--- config.mk ---
export PLATFORM = sky130hd
export DESIGN_NAME = dswc_top
export DESIGN_NICKNAME = d
export VERILOG_FILES = /design/src/pkg/dswc_pkg.sv /design/src/logic/dswc_top.sv
export VERILOG_INCLUDE_DIRS = /design/src /design/src/pkg
export SDC_FILE = /design/constraint.sdc
export NUM_CORES = 1
export LEC_CHECK = 0
export ABC_AREA = 1
export BUFFER_PORTS_ARGS = -buffer_cell sky130_fd_sc_hd__buf_2
export CAP_MARGIN = 20
export CORE_MARGIN = 5
export CORE_UTILIZATION = 50
export CTS_CLUSTER_SIZE = 10
export DETAILED_ROUTE_END_ITERATION = 8
export PLACE_DENSITY = 0.86
export SYNTH_ARGS = -nofsm -noshare
export SYNTH_HDL_FRONTEND = slang
export SYNTH_SLANG_ARGS = --single-unit
--- constraint.sdc ---
create_clock -name MCLK_I -period 2.2 [get_ports MCLK_I]
set_input_delay 0.44 -clock MCLK_I [delete_from_list [all_inputs] [get_ports MCLK_I]]
set_output_delay 0.44 -clock MCLK_I [all_outputs]
set_load 0.01 [all_outputs]
--- src/pkg/dswc_cfg.svh ---
// constants of the deep sleep wake controller: register indexes, field positions,
// reset values and timing counts; included by the package and the testbench
`ifndef DSWC_CFG_SVH
`define DSWC_CFG_SVH

// ----------------------------------------------------------------------------
// register indexes (byte address is four times the index)
// ----------------------------------------------------------------------------
`define DSWC_IDX_WAKE_LOW      12'hf4a
`define DSWC_IDX_WAKE_HIGH     12'hf4b
`define DSWC_IDX_CTRL_LOW      12'hf4c
`define DSWC_IDX_CTRL_HIGH     12'hf4d
`define DSWC_IDX_SCRATCH0      12'hf4e
`define DSWC_IDX_SCRATCH1      12'hf4f

// ----------------------------------------------------------------------------
// field positions
// ----------------------------------------------------------------------------
`define DSWC_WL_FAULT          7
`define DSWC_WL_ULP            5
`define DSWC_WL_WDT            4
`define DSWC_WL_CAL            3
`define DSWC_WL_MASTER_CLEAR_PIN           2
`define DSWC_WL_POR            0
`define DSWC_WH_PIN_INT        0
`define DSWC_CH_DEEP_SLEEP_ENABLE           7
`define DSWC_CH_ULP_EN         1
`define DSWC_CH_CAL_DIS        0
`define DSWC_CL_ULP_DIS        2
`define DSWC_CL_BROWNOUT       1
`define DSWC_CL_RELEASE        0

// ----------------------------------------------------------------------------
// reset values and writable masks
// ----------------------------------------------------------------------------
`define DSWC_RST_WAKE_LOW      8'h01
`define DSWC_RST_WAKE_HIGH     8'h00
`define DSWC_RST_CTRL_LOW      8'h00
`define DSWC_RST_CTRL_HIGH     8'h00
`define DSWC_MASK_WAKE_LOW     8'hbd
`define DSWC_MASK_WAKE_HIGH    8'h01
`define DSWC_MASK_CTRL_LOW     8'h07
`define DSWC_MASK_CTRL_HIGH    8'h87

// ----------------------------------------------------------------------------
// timing and bus answers
// ----------------------------------------------------------------------------
`define DSWC_DEEP_SLEEP_ENABLE_LIFE_INSTR   2
`define DSWC_RESP_OKAY         2'b00
`define DSWC_RESP_SLVERR       2'b10

`endif

--- src/pkg/dswc_pkg.sv ---
// types of the deep sleep wake controller
// assumes dswc_cfg.svh is on the include path
package dswc_pkg;
  `include "dswc_cfg.svh"

  typedef enum logic [2:0] {
    DSWC_RUN  = 3'b001,
    DSWC_DEEP = 3'b010,
    DSWC_POR  = 3'b100
  } dswc_state_t;

  typedef struct packed {
    logic fault;
    logic por_event;
    logic master_clear_pin;
    logic wdt;
    logic cal_alarm;
    logic ulp;
    logic pin_int;
  } dswc_wake_t;

  typedef struct packed {
    logic deep_sleep_brownout_flag_en;
    logic deep_sleep_brownout_flag_arm;
    logic deep_sleep_brownout_flag_trip;
    logic core_bor;
    logic vdd_near_zero;
  } dswc_supply_t;
endpackage

--- src/logic/dswc_top.sv ---
// deep sleep entry, wake logging, pin hold and persistent scratch registers
// assumes one clock, synchronous inputs, software as the only AXI4-Lite master
`timescale 1ns/1ps

module dswc_top #(
  parameter int ADDR_W     = 16,
  parameter int NUM_PINS   = 8,
  parameter int INSTR_CLKS = 1,
  parameter int POR_CYCLES = 16
) (
  input  wire logic                   MCLK_I,
  input  wire logic                   RST_I,
  input  wire logic [ADDR_W-1:0]      S_AXI_AWADDR_I,
  input  wire logic                   S_AXI_AWVALID_I,
  output logic                        S_AXI_AWREADY_O,
  input  wire logic [31:0]            S_AXI_WDATA_I,
  input  wire logic [3:0]             S_AXI_WSTRB_I,
  input  wire logic                   S_AXI_WVALID_I,
  output logic                        S_AXI_WREADY_O,
  output logic [1:0]                  S_AXI_BRESP_O,
  output logic                        S_AXI_BVALID_O,
  input  wire logic                   S_AXI_BREADY_I,
  input  wire logic [ADDR_W-1:0]      S_AXI_ARADDR_I,
  input  wire logic                   S_AXI_ARVALID_I,
  output logic                        S_AXI_ARREADY_O,
  output logic [31:0]                 S_AXI_RDATA_O,
  output logic [1:0]                  S_AXI_RRESP_O,
  output logic                        S_AXI_RVALID_O,
  input  wire logic                   S_AXI_RREADY_I,
  input  wire logic                   SLEEP_CMD_I,
  input  wire dswc_pkg::dswc_wake_t   WAKE_SRC_I,
  input  wire dswc_pkg::dswc_supply_t SUPPLY_I,
  input  wire logic [NUM_PINS-1:0]    PIN_DIRECTION_I,
  input  wire logic [NUM_PINS-1:0]    OUTPUT_LATCH_I,
  output logic [NUM_PINS-1:0]         PIN_OUT_O,
  output logic [NUM_PINS-1:0]         PIN_OE_N_O,
  output logic                        DEEP_SLEEP_O,
  output logic                        SLEEP_O,
  output logic                        POR_ACTIVE_O,
  output logic                        DEEP_SLEEP_EXIT_O,
  output logic                        ULP_UNIT_RUN_O
);
  import dswc_pkg::*;

  // ----------------------------------------------------------------------------
  // elaboration checks
  // ----------------------------------------------------------------------------
  localparam int DEEP_SLEEP_ENABLE_CLKS = `DSWC_DEEP_SLEEP_ENABLE_LIFE_INSTR * INSTR_CLKS;
  localparam int CNT_W     = 16;

  generate
    if (ADDR_W < 14 || ADDR_W > 32) begin : g_bad_addr
      $error("address width must be 14 to 32");
    end
    if (NUM_PINS < 1 || INSTR_CLKS < 1 || POR_CYCLES < 1) begin : g_bad_cnt
      $error("pin count and cycle counts must be positive");
    end
    if (DEEP_SLEEP_ENABLE_CLKS >= (1 << CNT_W) || POR_CYCLES >= (1 << CNT_W)) begin : g_big_cnt
      $error("cycle counts exceed counter width");
    end
  endgenerate

  function automatic logic [ADDR_W-1:0] byte_addr(input logic [11:0] idx);
    byte_addr = ADDR_W'({idx, 2'b00});
  endfunction

  // ----------------------------------------------------------------------------
  // state
  // ----------------------------------------------------------------------------
  dswc_state_t       state;
  dswc_state_t       next_state;
  logic [7:0]        wake_low;
  logic [7:0]        wake_high;
  logic [7:0]        ctrl_low;
  logic [7:0]        ctrl_high;
  logic [7:0]        scratch0;
  logic [7:0]        scratch1;
  logic [CNT_W-1:0]  deep_sleep_enable_cnt;
  logic [CNT_W-1:0]  por_cnt;
  logic [NUM_PINS-1:0] held_dir;
  logic [NUM_PINS-1:0] held_out;

  logic              aw_held;
  logic              w_held;
  logic [ADDR_W-1:0] waddr;
  logic [7:0]        wdata;
  logic              wlane;
  logic              wr_do;
  logic              sel_wl;
  logic              sel_wh;
  logic              sel_cl;
  logic              sel_ch;
  logic              sel_s0;
  logic              sel_s1;
  logic              wr_hit;
  logic              rd_hit;
  logic [7:0]        rd_byte;

  logic              enter_deep;
  logic              in_deep;
  logic              ulp_ok;
  logic              cal_ok;
  logic              deep_sleep_brownout_flag_loss;
  logic              scratch_loss;
  logic              wake_req;
  logic [7:0]        wake_low_set;
  logic              wake_high_set;
  logic              por_done;
  logic              deep_sleep_enable_set;

  // ----------------------------------------------------------------------------
  // wake request merge
  // ----------------------------------------------------------------------------
  assign in_deep    = (state == DSWC_DEEP);
  assign enter_deep = (state == DSWC_RUN) && SLEEP_CMD_I && ctrl_high[`DSWC_CH_DEEP_SLEEP_ENABLE];
  assign ulp_ok     = ctrl_high[`DSWC_CH_ULP_EN] && !ctrl_low[`DSWC_CL_ULP_DIS];
  assign cal_ok     = !ctrl_high[`DSWC_CH_CAL_DIS];
  assign deep_sleep_brownout_flag_loss = in_deep && SUPPLY_I.deep_sleep_brownout_flag_en && SUPPLY_I.deep_sleep_brownout_flag_trip;
  assign scratch_loss = (SUPPLY_I.core_bor && !in_deep) || deep_sleep_brownout_flag_loss
                      || SUPPLY_I.vdd_near_zero;

  // only one source is logged even when several fire together; fault ranks first
  always_comb begin
    wake_low_set  = 8'h00;
    wake_high_set = 1'b0;
    wake_req      = 1'b0;
    if (in_deep) begin
      wake_req = 1'b1;
      if (WAKE_SRC_I.fault) begin
        wake_low_set[`DSWC_WL_FAULT] = 1'b1;
      end else if (WAKE_SRC_I.por_event) begin
        wake_low_set[`DSWC_WL_POR] = 1'b1;
      end else if (WAKE_SRC_I.master_clear_pin) begin
        wake_low_set[`DSWC_WL_MASTER_CLEAR_PIN] = 1'b1;
      end else if (WAKE_SRC_I.wdt) begin
        wake_low_set[`DSWC_WL_WDT] = 1'b1;
      end else if (WAKE_SRC_I.cal_alarm && cal_ok) begin
        wake_low_set[`DSWC_WL_CAL] = 1'b1;
      end else if (WAKE_SRC_I.ulp && ulp_ok) begin
        wake_low_set[`DSWC_WL_ULP] = 1'b1;
      end else if (WAKE_SRC_I.pin_int) begin
        wake_high_set = 1'b1;
      end else if (deep_sleep_brownout_flag_loss) begin
        wake_req = 1'b1;
      end else begin
        wake_req = 1'b0;
      end
    end
  end

  // ----------------------------------------------------------------------------
  // power state machine
  // ----------------------------------------------------------------------------
  assign por_done = (state == DSWC_POR) && (por_cnt == CNT_W'(POR_CYCLES - 1));

  always_comb begin
    next_state = state;
    case (state)
      DSWC_RUN: begin
        if (enter_deep) begin
          next_state = DSWC_DEEP;
        end
      end
      DSWC_DEEP: begin
        if (wake_req) begin
          next_state = DSWC_POR;
        end
      end
      DSWC_POR: begin
        if (por_done) begin
          next_state = DSWC_RUN;
        end
      end
      default: begin
        next_state = DSWC_RUN;
      end
    endcase
  end

  always_ff @(posedge MCLK_I) begin
    if (RST_I) begin
      state <= DSWC_RUN;
    end else begin
      state <= next_state;
    end
  end

  always_ff @(posedge MCLK_I) begin
    if (RST_I || state != DSWC_POR) begin
      por_cnt <= '0;
    end else begin
      por_cnt <= por_cnt + CNT_W'(1);
    end
  end

  always_ff @(posedge MCLK_I) begin
    if (RST_I) begin
      SLEEP_O           <= 1'b0;
      DEEP_SLEEP_EXIT_O <= 1'b0;
    end else begin
      SLEEP_O           <= (state == DSWC_RUN) && SLEEP_CMD_I
                           && !ctrl_high[`DSWC_CH_DEEP_SLEEP_ENABLE];
      DEEP_SLEEP_EXIT_O <= por_done;
    end
  end

  assign DEEP_SLEEP_O   = in_deep;
  assign POR_ACTIVE_O   = (state == DSWC_POR);
  assign ULP_UNIT_RUN_O = in_deep && ctrl_high[`DSWC_CH_ULP_EN];

  // ----------------------------------------------------------------------------
  // axi4-lite write channel
  // ----------------------------------------------------------------------------
  assign S_AXI_AWREADY_O = !aw_held && !S_AXI_BVALID_O;
  assign S_AXI_WREADY_O  = !w_held && !S_AXI_BVALID_O;
  assign wr_do           = aw_held && w_held;

  always_ff @(posedge MCLK_I) begin
    if (RST_I) begin
      aw_held <= 1'b0;
      waddr   <= '0;
    end else if (S_AXI_AWVALID_I && S_AXI_AWREADY_O) begin
      aw_held <= 1'b1;
      waddr   <= S_AXI_AWADDR_I;
    end else if (wr_do) begin
      aw_held <= 1'b0;
    end
  end

  always_ff @(posedge MCLK_I) begin
    if (RST_I) begin
      w_held <= 1'b0;
      wdata  <= 8'h00;
      wlane  <= 1'b0;
    end else if (S_AXI_WVALID_I && S_AXI_WREADY_O) begin
      w_held <= 1'b1;
      wdata  <= S_AXI_WDATA_I[7:0];
      wlane  <= S_AXI_WSTRB_I[0];
    end else if (wr_do) begin
      w_held <= 1'b0;
    end
  end

  always_comb begin
    sel_wl = 1'b0;
    sel_wh = 1'b0;
    sel_cl = 1'b0;
    sel_ch = 1'b0;
    sel_s0 = 1'b0;
    sel_s1 = 1'b0;
    if (waddr == byte_addr(`DSWC_IDX_WAKE_LOW)) begin
      sel_wl = 1'b1;
    end else if (waddr == byte_addr(`DSWC_IDX_WAKE_HIGH)) begin
      sel_wh = 1'b1;
    end else if (waddr == byte_addr(`DSWC_IDX_CTRL_LOW)) begin
      sel_cl = 1'b1;
    end else if (waddr == byte_addr(`DSWC_IDX_CTRL_HIGH)) begin
      sel_ch = 1'b1;
    end else if (waddr == byte_addr(`DSWC_IDX_SCRATCH0)) begin
      sel_s0 = 1'b1;
    end else if (waddr == byte_addr(`DSWC_IDX_SCRATCH1)) begin
      sel_s1 = 1'b1;
    end
  end

  assign wr_hit = sel_wl || sel_wh || sel_cl || sel_ch || sel_s0 || sel_s1;

  always_ff @(posedge MCLK_I) begin
    if (RST_I) begin
      S_AXI_BVALID_O <= 1'b0;
      S_AXI_BRESP_O  <= `DSWC_RESP_OKAY;
    end else if (wr_do) begin
      S_AXI_BVALID_O <= 1'b1;
      S_AXI_BRESP_O  <= wr_hit ? `DSWC_RESP_OKAY : `DSWC_RESP_SLVERR;
    end else if (S_AXI_BREADY_I) begin
      S_AXI_BVALID_O <= 1'b0;
    end
  end

  // ----------------------------------------------------------------------------
  // wake status registers
  // ----------------------------------------------------------------------------
  // hardware sets are applied after the software write so a set never gets lost to a write
  always_ff @(posedge MCLK_I) begin
    if (RST_I) begin
      wake_low <= `DSWC_RST_WAKE_LOW;
    end else if (enter_deep) begin
      wake_low <= 8'h00;
    end else begin
      if (wr_do && wlane && sel_wl) begin
        wake_low <= (wake_low & ~`DSWC_MASK_WAKE_LOW) | (wdata & `DSWC_MASK_WAKE_LOW);
      end
      if (state == DSWC_DEEP && state != next_state) begin
        wake_low <= wake_low | wake_low_set;
      end else if (WAKE_SRC_I.por_event && state != DSWC_DEEP) begin
        wake_low[`DSWC_WL_POR] <= 1'b1;
      end
    end
  end

  always_ff @(posedge MCLK_I) begin
    if (RST_I) begin
      wake_high <= `DSWC_RST_WAKE_HIGH;
    end else if (enter_deep) begin
      wake_high <= 8'h00;
    end else begin
      if (wr_do && wlane && sel_wh) begin
        wake_high <= (wake_high & ~`DSWC_MASK_WAKE_HIGH) | (wdata & `DSWC_MASK_WAKE_HIGH);
      end
      if (wake_high_set) begin
        wake_high[`DSWC_WH_PIN_INT] <= 1'b1;
      end
    end
  end

  // ----------------------------------------------------------------------------
  // control registers
  // ----------------------------------------------------------------------------
  // reset wake clears the high control byte; release and brown-out survive it
  always_ff @(posedge MCLK_I) begin
    if (RST_I || por_done) begin
      ctrl_high <= `DSWC_RST_CTRL_HIGH;
    end else begin
      if (wr_do && wlane && sel_ch) begin
        ctrl_high <= (ctrl_high & ~`DSWC_MASK_CTRL_HIGH) | (wdata & `DSWC_MASK_CTRL_HIGH);
      end
      // a fresh set in the last cycle restarts the lifetime instead of being lost
      if ((deep_sleep_enable_cnt == CNT_W'(1) && !deep_sleep_enable_set) || enter_deep) begin
        ctrl_high[`DSWC_CH_DEEP_SLEEP_ENABLE] <= 1'b0;
      end
    end
  end

  // enable lifetime counted from the write that sets it
  assign deep_sleep_enable_set = wr_do && wlane && sel_ch && wdata[`DSWC_CH_DEEP_SLEEP_ENABLE];

  always_ff @(posedge MCLK_I) begin
    if (RST_I || por_done || enter_deep) begin
      deep_sleep_enable_cnt <= '0;
    end else if (deep_sleep_enable_set) begin
      deep_sleep_enable_cnt <= CNT_W'(DEEP_SLEEP_ENABLE_CLKS);
    end else if (deep_sleep_enable_cnt != '0) begin
      deep_sleep_enable_cnt <= deep_sleep_enable_cnt - CNT_W'(1);
    end
  end

  always_ff @(posedge MCLK_I) begin
    if (RST_I) begin
      ctrl_low <= `DSWC_RST_CTRL_LOW;
    end else begin
      if (wr_do && wlane && sel_cl) begin
        ctrl_low <= (ctrl_low & ~`DSWC_MASK_CTRL_LOW) | (wdata & `DSWC_MASK_CTRL_LOW);
      end
      if (enter_deep) begin
        ctrl_low[`DSWC_CL_RELEASE]  <= 1'b1;
        ctrl_low[`DSWC_CL_BROWNOUT] <= 1'b0;
      end else if (in_deep) begin
        if (SUPPLY_I.deep_sleep_brownout_flag_arm && !SUPPLY_I.deep_sleep_brownout_flag_trip) begin
          ctrl_low[`DSWC_CL_BROWNOUT] <= 1'b1;
        end
        // reset pin, when it is the logged wake source, and supply collapse release the pins straight away
        if (deep_sleep_brownout_flag_loss || (WAKE_SRC_I.master_clear_pin && wake_low_set[`DSWC_WL_MASTER_CLEAR_PIN])) begin
          ctrl_low[`DSWC_CL_RELEASE] <= 1'b0;
        end
      end
    end
  end

  // ----------------------------------------------------------------------------
  // persistent scratch
  // ----------------------------------------------------------------------------
  // not touched by the system reset: contents must outlive the wake reset
  always_ff @(posedge MCLK_I) begin
    if (scratch_loss) begin
      scratch0 <= 8'h00;
      scratch1 <= 8'h00;
    end else if (wr_do && wlane && !in_deep) begin
      if (sel_s0) begin
        scratch0 <= wdata;
      end
      if (sel_s1) begin
        scratch1 <= wdata;
      end
    end
  end

  // ----------------------------------------------------------------------------
  // pin hold
  // ----------------------------------------------------------------------------
  always_ff @(posedge MCLK_I) begin
    if (RST_I) begin
      held_dir <= '1;
      held_out <= '0;
    end else if (enter_deep) begin
      held_dir <= PIN_DIRECTION_I;
      held_out <= OUTPUT_LATCH_I;
    end
  end

  // direction bit 1 means input, so the enable stays high and the pin floats
  generate
    for (genvar i = 0; i < NUM_PINS; i++) begin : g_pin
      always_ff @(posedge MCLK_I) begin
        if (RST_I) begin
          PIN_OE_N_O[i] <= 1'b1;
          PIN_OUT_O[i]  <= 1'b0;
        end else if (ctrl_low[`DSWC_CL_RELEASE]) begin
          PIN_OE_N_O[i] <= held_dir[i];
          PIN_OUT_O[i]  <= held_out[i];
        end else begin
          PIN_OE_N_O[i] <= PIN_DIRECTION_I[i];
          PIN_OUT_O[i]  <= OUTPUT_LATCH_I[i];
        end
      end
    end
  endgenerate

  // ----------------------------------------------------------------------------
  // axi4-lite read channel
  // ----------------------------------------------------------------------------
  assign S_AXI_ARREADY_O = !S_AXI_RVALID_O;

  always_comb begin
    rd_byte = 8'h00;
    rd_hit  = 1'b1;
    if (S_AXI_ARADDR_I == byte_addr(`DSWC_IDX_WAKE_LOW)) begin
      rd_byte = wake_low;
    end else if (S_AXI_ARADDR_I == byte_addr(`DSWC_IDX_WAKE_HIGH)) begin
      rd_byte = wake_high;
    end else if (S_AXI_ARADDR_I == byte_addr(`DSWC_IDX_CTRL_LOW)) begin
      rd_byte = ctrl_low;
    end else if (S_AXI_ARADDR_I == byte_addr(`DSWC_IDX_CTRL_HIGH)) begin
      rd_byte = ctrl_high;
    end else if (S_AXI_ARADDR_I == byte_addr(`DSWC_IDX_SCRATCH0)) begin
      rd_byte = scratch0;
    end else if (S_AXI_ARADDR_I == byte_addr(`DSWC_IDX_SCRATCH1)) begin
      rd_byte = scratch1;
    end else begin
      rd_hit = 1'b0;
    end
  end

  always_ff @(posedge MCLK_I) begin
    if (RST_I) begin
      S_AXI_RVALID_O <= 1'b0;
      S_AXI_RDATA_O  <= 32'h0000_0000;
      S_AXI_RRESP_O  <= `DSWC_RESP_OKAY;
    end else if (S_AXI_ARVALID_I && S_AXI_ARREADY_O) begin
      S_AXI_RVALID_O <= 1'b1;
      S_AXI_RDATA_O  <= {24'h00_0000, rd_byte};
      S_AXI_RRESP_O  <= rd_hit ? `DSWC_RESP_OKAY : `DSWC_RESP_SLVERR;
    end else if (S_AXI_RREADY_I) begin
      S_AXI_RVALID_O <= 1'b0;
    end
  end

endmodule

==> metrics.cfg <==
[run_status]
status = finished clean

[detailed_routing]
detail-route-antenna-nets = 0
drtPass1Iterations = 5
num_vias = 6065
drtIter0Drc = 443
viasPerCell = 5.11
drc_errors = 0
route.detailed.wl_per_inst_um = 13.4
routed_wl_um = 16000

[cts]
postCtsSetupBuffers = 0
hold_buffers = 0
h-tree-depth = 4
insertion_delay_ns = 0.42
clk_pin_slew_ns = 0.06
cts_tree = done
cts_inserted_buffers = 17
root_buffer = clkbuf_16
clkSinkCount = 138
clockBufferDepth = 2
cts_resized = 0

[pwr]
clkPwrFrac = 0.344
power.internal_uw = 5760
p_total_uw = 8830
p_leak_uw = 0.00339
comb_power_share = 0.333
netSwitchingFraction = 0.348
powerDensity_mw_per_mm2 = 1160
vdd_drop_max_uv = 709
p_sw_uw = 3070
power_frac_seq = 0.323

[floorplan]
core_sq_mm = 0.0125
io_pins = 166
dieHeight_um = 123
dieArea_sq_mm = 0.0151
rows = 41
die_x_um = 123
start_util = 0.508

[cells_and_area]
area_growth_pct = 19.7
fillers = 1123
final_util = 0.608
drive_gt1_frac = 0.184
nets = 1111
antenna_cells = 0

[placement]
place_congestion = 0.951
pre_cts_ws_ns = 0.341
hpwlAfterDp_um = 11500
portBuffers = 112

[setup_path]
r2r_cells = 9
crit_required_ns = 1.76
cp-start-kind = register
critPathMaxStageDelay_ns = 0.45
critical_path_buf_inv_count = 2
crit_slowest_cell = dfxtp_1
critPathTopFamily = flip-flops
critPathLaunch = state[1]
critPathMaxFanout = 6
critPathCaptureType = output pin
crit_type = register to output pin
cp_cell_sequence = nand3_2 -> buf_4 -> nor2_1 -> buf_2
path_depth = 4
worstSetupEndpoint = ULP_UNIT_RUN_O
r2r_setup_slack_ns = 0.41
r2r-start = state[1]
arrival_ns = 1.45
worstReg2RegEnd = wake_low[0]

[logic_synthesis]
synth_seq_cells = 138
synth-edff-count = 0
synthAdderAreaFrac = 0.00787
async_flop_share = 0
ys.flop_type = dfxtp_1
synth_common_cells = 197 x nand2_1, 138 x dfxtp_1, 130 x nor2_1, 77 x inv_1, 75 x a21oi_1
synth_area_leader_cell = dfxtp_1
yosysWarnings = 0
synth_area_sq_mm = 0.00636
yosysSeqAreaShare = 0.435
syn_inst = 891
synth.most_common_cell = nand2_1
synth_compound_area_frac = 0.112
synth_mux_area_frac = 0
synth_top_family_by_area = simple AND/OR/NAND/NOR gates
synth.avg_cell_area_sq_um = 7.13
synthSimpleGateAreaFrac = 0.324
synth_area_leaders = dfxtp_1 43%, nand2_1 12%, nor2_1 7.7%
synth_xor_xnor_area_share = 0.0207
ys_types = 39
synth_top_area_frac = 0.435

[global_routing]
antenna_found_initial = 0
grt_start_max_net_pins = 63
grt_usage = 0.212
grt_pass1_wl_um = 25400
gr-total-overflow = 0
grt_pass1_vias = 5519

[timing]
worst_slew_pin_slew_ns = 0.554
relSlewSlack = 0.629
setup_viol = 0
hold_viol = 0
setup_tns_ns = 0
fin_crit_sh = 0.861
rsz0062_at_grt = false
max_freq_mhz = 528
min_period_ns = 1.89
drv_slew = 0
fin_skew_ns = 0.0106
postLayoutSetupSlackWorst_ns = 0.306

[worst_hold_path]
hp-class = input pin to register

[job]
max_cap_viol_count = 0

## per-stage QoR
| stage | area, sq um | hold WS [ns] | instances |
|---|---|---|---|
| 3_3_place_gp | 6970 | 0.438 | 1156 |
| 2_1_floorplan | 6450 | 0.427 | 916 |
| 3_5_place_dp | 6970 | 0.441 | 1156 |
| 5_1_grt | 7610 | 0.239 | 1188 |
| 6_report | 7610 | 0.239 | 1188 |
| 4_1_cts | 7610 | 0.230 | 1188 |
## cells by family after synthesis
kind of cell	Yosys count
simple gates	457
compound gates	139
flops	138
buf+inv	137
xor+xnor	15
fa+ha+maj	4
other cells	1
## tightest hold or removal path: cells and delay by family
family        cells  cell delay, ns
buf+inv           1            0.09
simple gates      2            0.10
## metal layers
metal | track usage | vias up | share of wire
met3 | 0.0516 | 40 | 0.069
li1 | - | 3066 | -
met2 | 0.356 | 223 | 0.48
met1 | 0.260 | 2736 | 0.42
met5 | 0 | - | 0
met4 | 0.0917 | 0 | 0.027
## final cells by class
class	instances	area (sq um)	share of cell area
Multi-Input combinational cell	641	3050	0.401
Sequential cell	138	2760	0.363
Timing Repair Buffer	118	618	0.0812
Clock buffer	19	443	0.0582
Inverter	87	328	0.0431
Tap cell	172	215	0.0283
Clock inverter	13	191	0.0252
## state kept, by name, summed over array words and instances (netlist names), 3 cells and up
register               count
scratch1                   8
held_out                   8
ctrl_high                  4
held_dir                   8
PIN_OE_N_O                 8
waddr                     16
S_AXI_RDATA_O              8
deep_sleep_enable_cnt     16
wake_low                   6
state                      3
ctrl_low                   3
wdata                      8
por_cnt                   16
scratch0                   8
PIN_OUT_O                  8
## placed cells by master, fill, tap and decap left out, types with 3 or more instances in the layout
cell type	n
a211oi_1	3
a21oi_1	75
a31oi_1	3
buf_2	112
buf_4	5
bufinv_16	4
clkbuf_16	17
clkinv_1	3
clkinvlp_4	3
conb_1	26
dfxtp_1	138
ha_1	4
inv_1	77
inv_2	6
inv_6	3
nand2_1	197
nand3_1	52
nand3_2	8
nand3b_1	3
nand4_1	17
nor2_1	130
nor2_2	11
nor3_1	17
nor3b_1	4
nor4_1	6
o21ai_0	54
xnor2_1	3
xor2_1	12
## worst min path at each step
stage / cells past startpoint / slack, ns / to / startpoint
2_1_floorplan: 1 / 0.43 / SLEEP_O / ctrl_high[7]
3_3_place_gp: 2 / 0.44 / held_out[3] / held_out[3]
3_5_place_dp: 2 / 0.44 / held_out[5] / held_out[5]
4_1_cts: 3 / 0.23 / PIN_OE_N_O[0] / PIN_DIRECTION_I[0]
5_1_grt: 3 / 0.24 / PIN_OE_N_O[2] / PIN_DIRECTION_I[2]
6_report: 3 / 0.24 / PIN_OE_N_O[1] / PIN_DIRECTION_I[1]
## power by group through the flow
stage | registers [uW] | logic (uW) | clock network (uW)
after global placement | 2900 | 2820 | 0
after global routing | 2870 | 3260 | 3210
final | 2850 | 2940 | 3040
after detailed placement | 2900 | 2920 | 0
after floorplan | 2900 | 2700 | 0
after CTS | 2850 | 2980 | 3080
(Power assumes the default switching activity.)
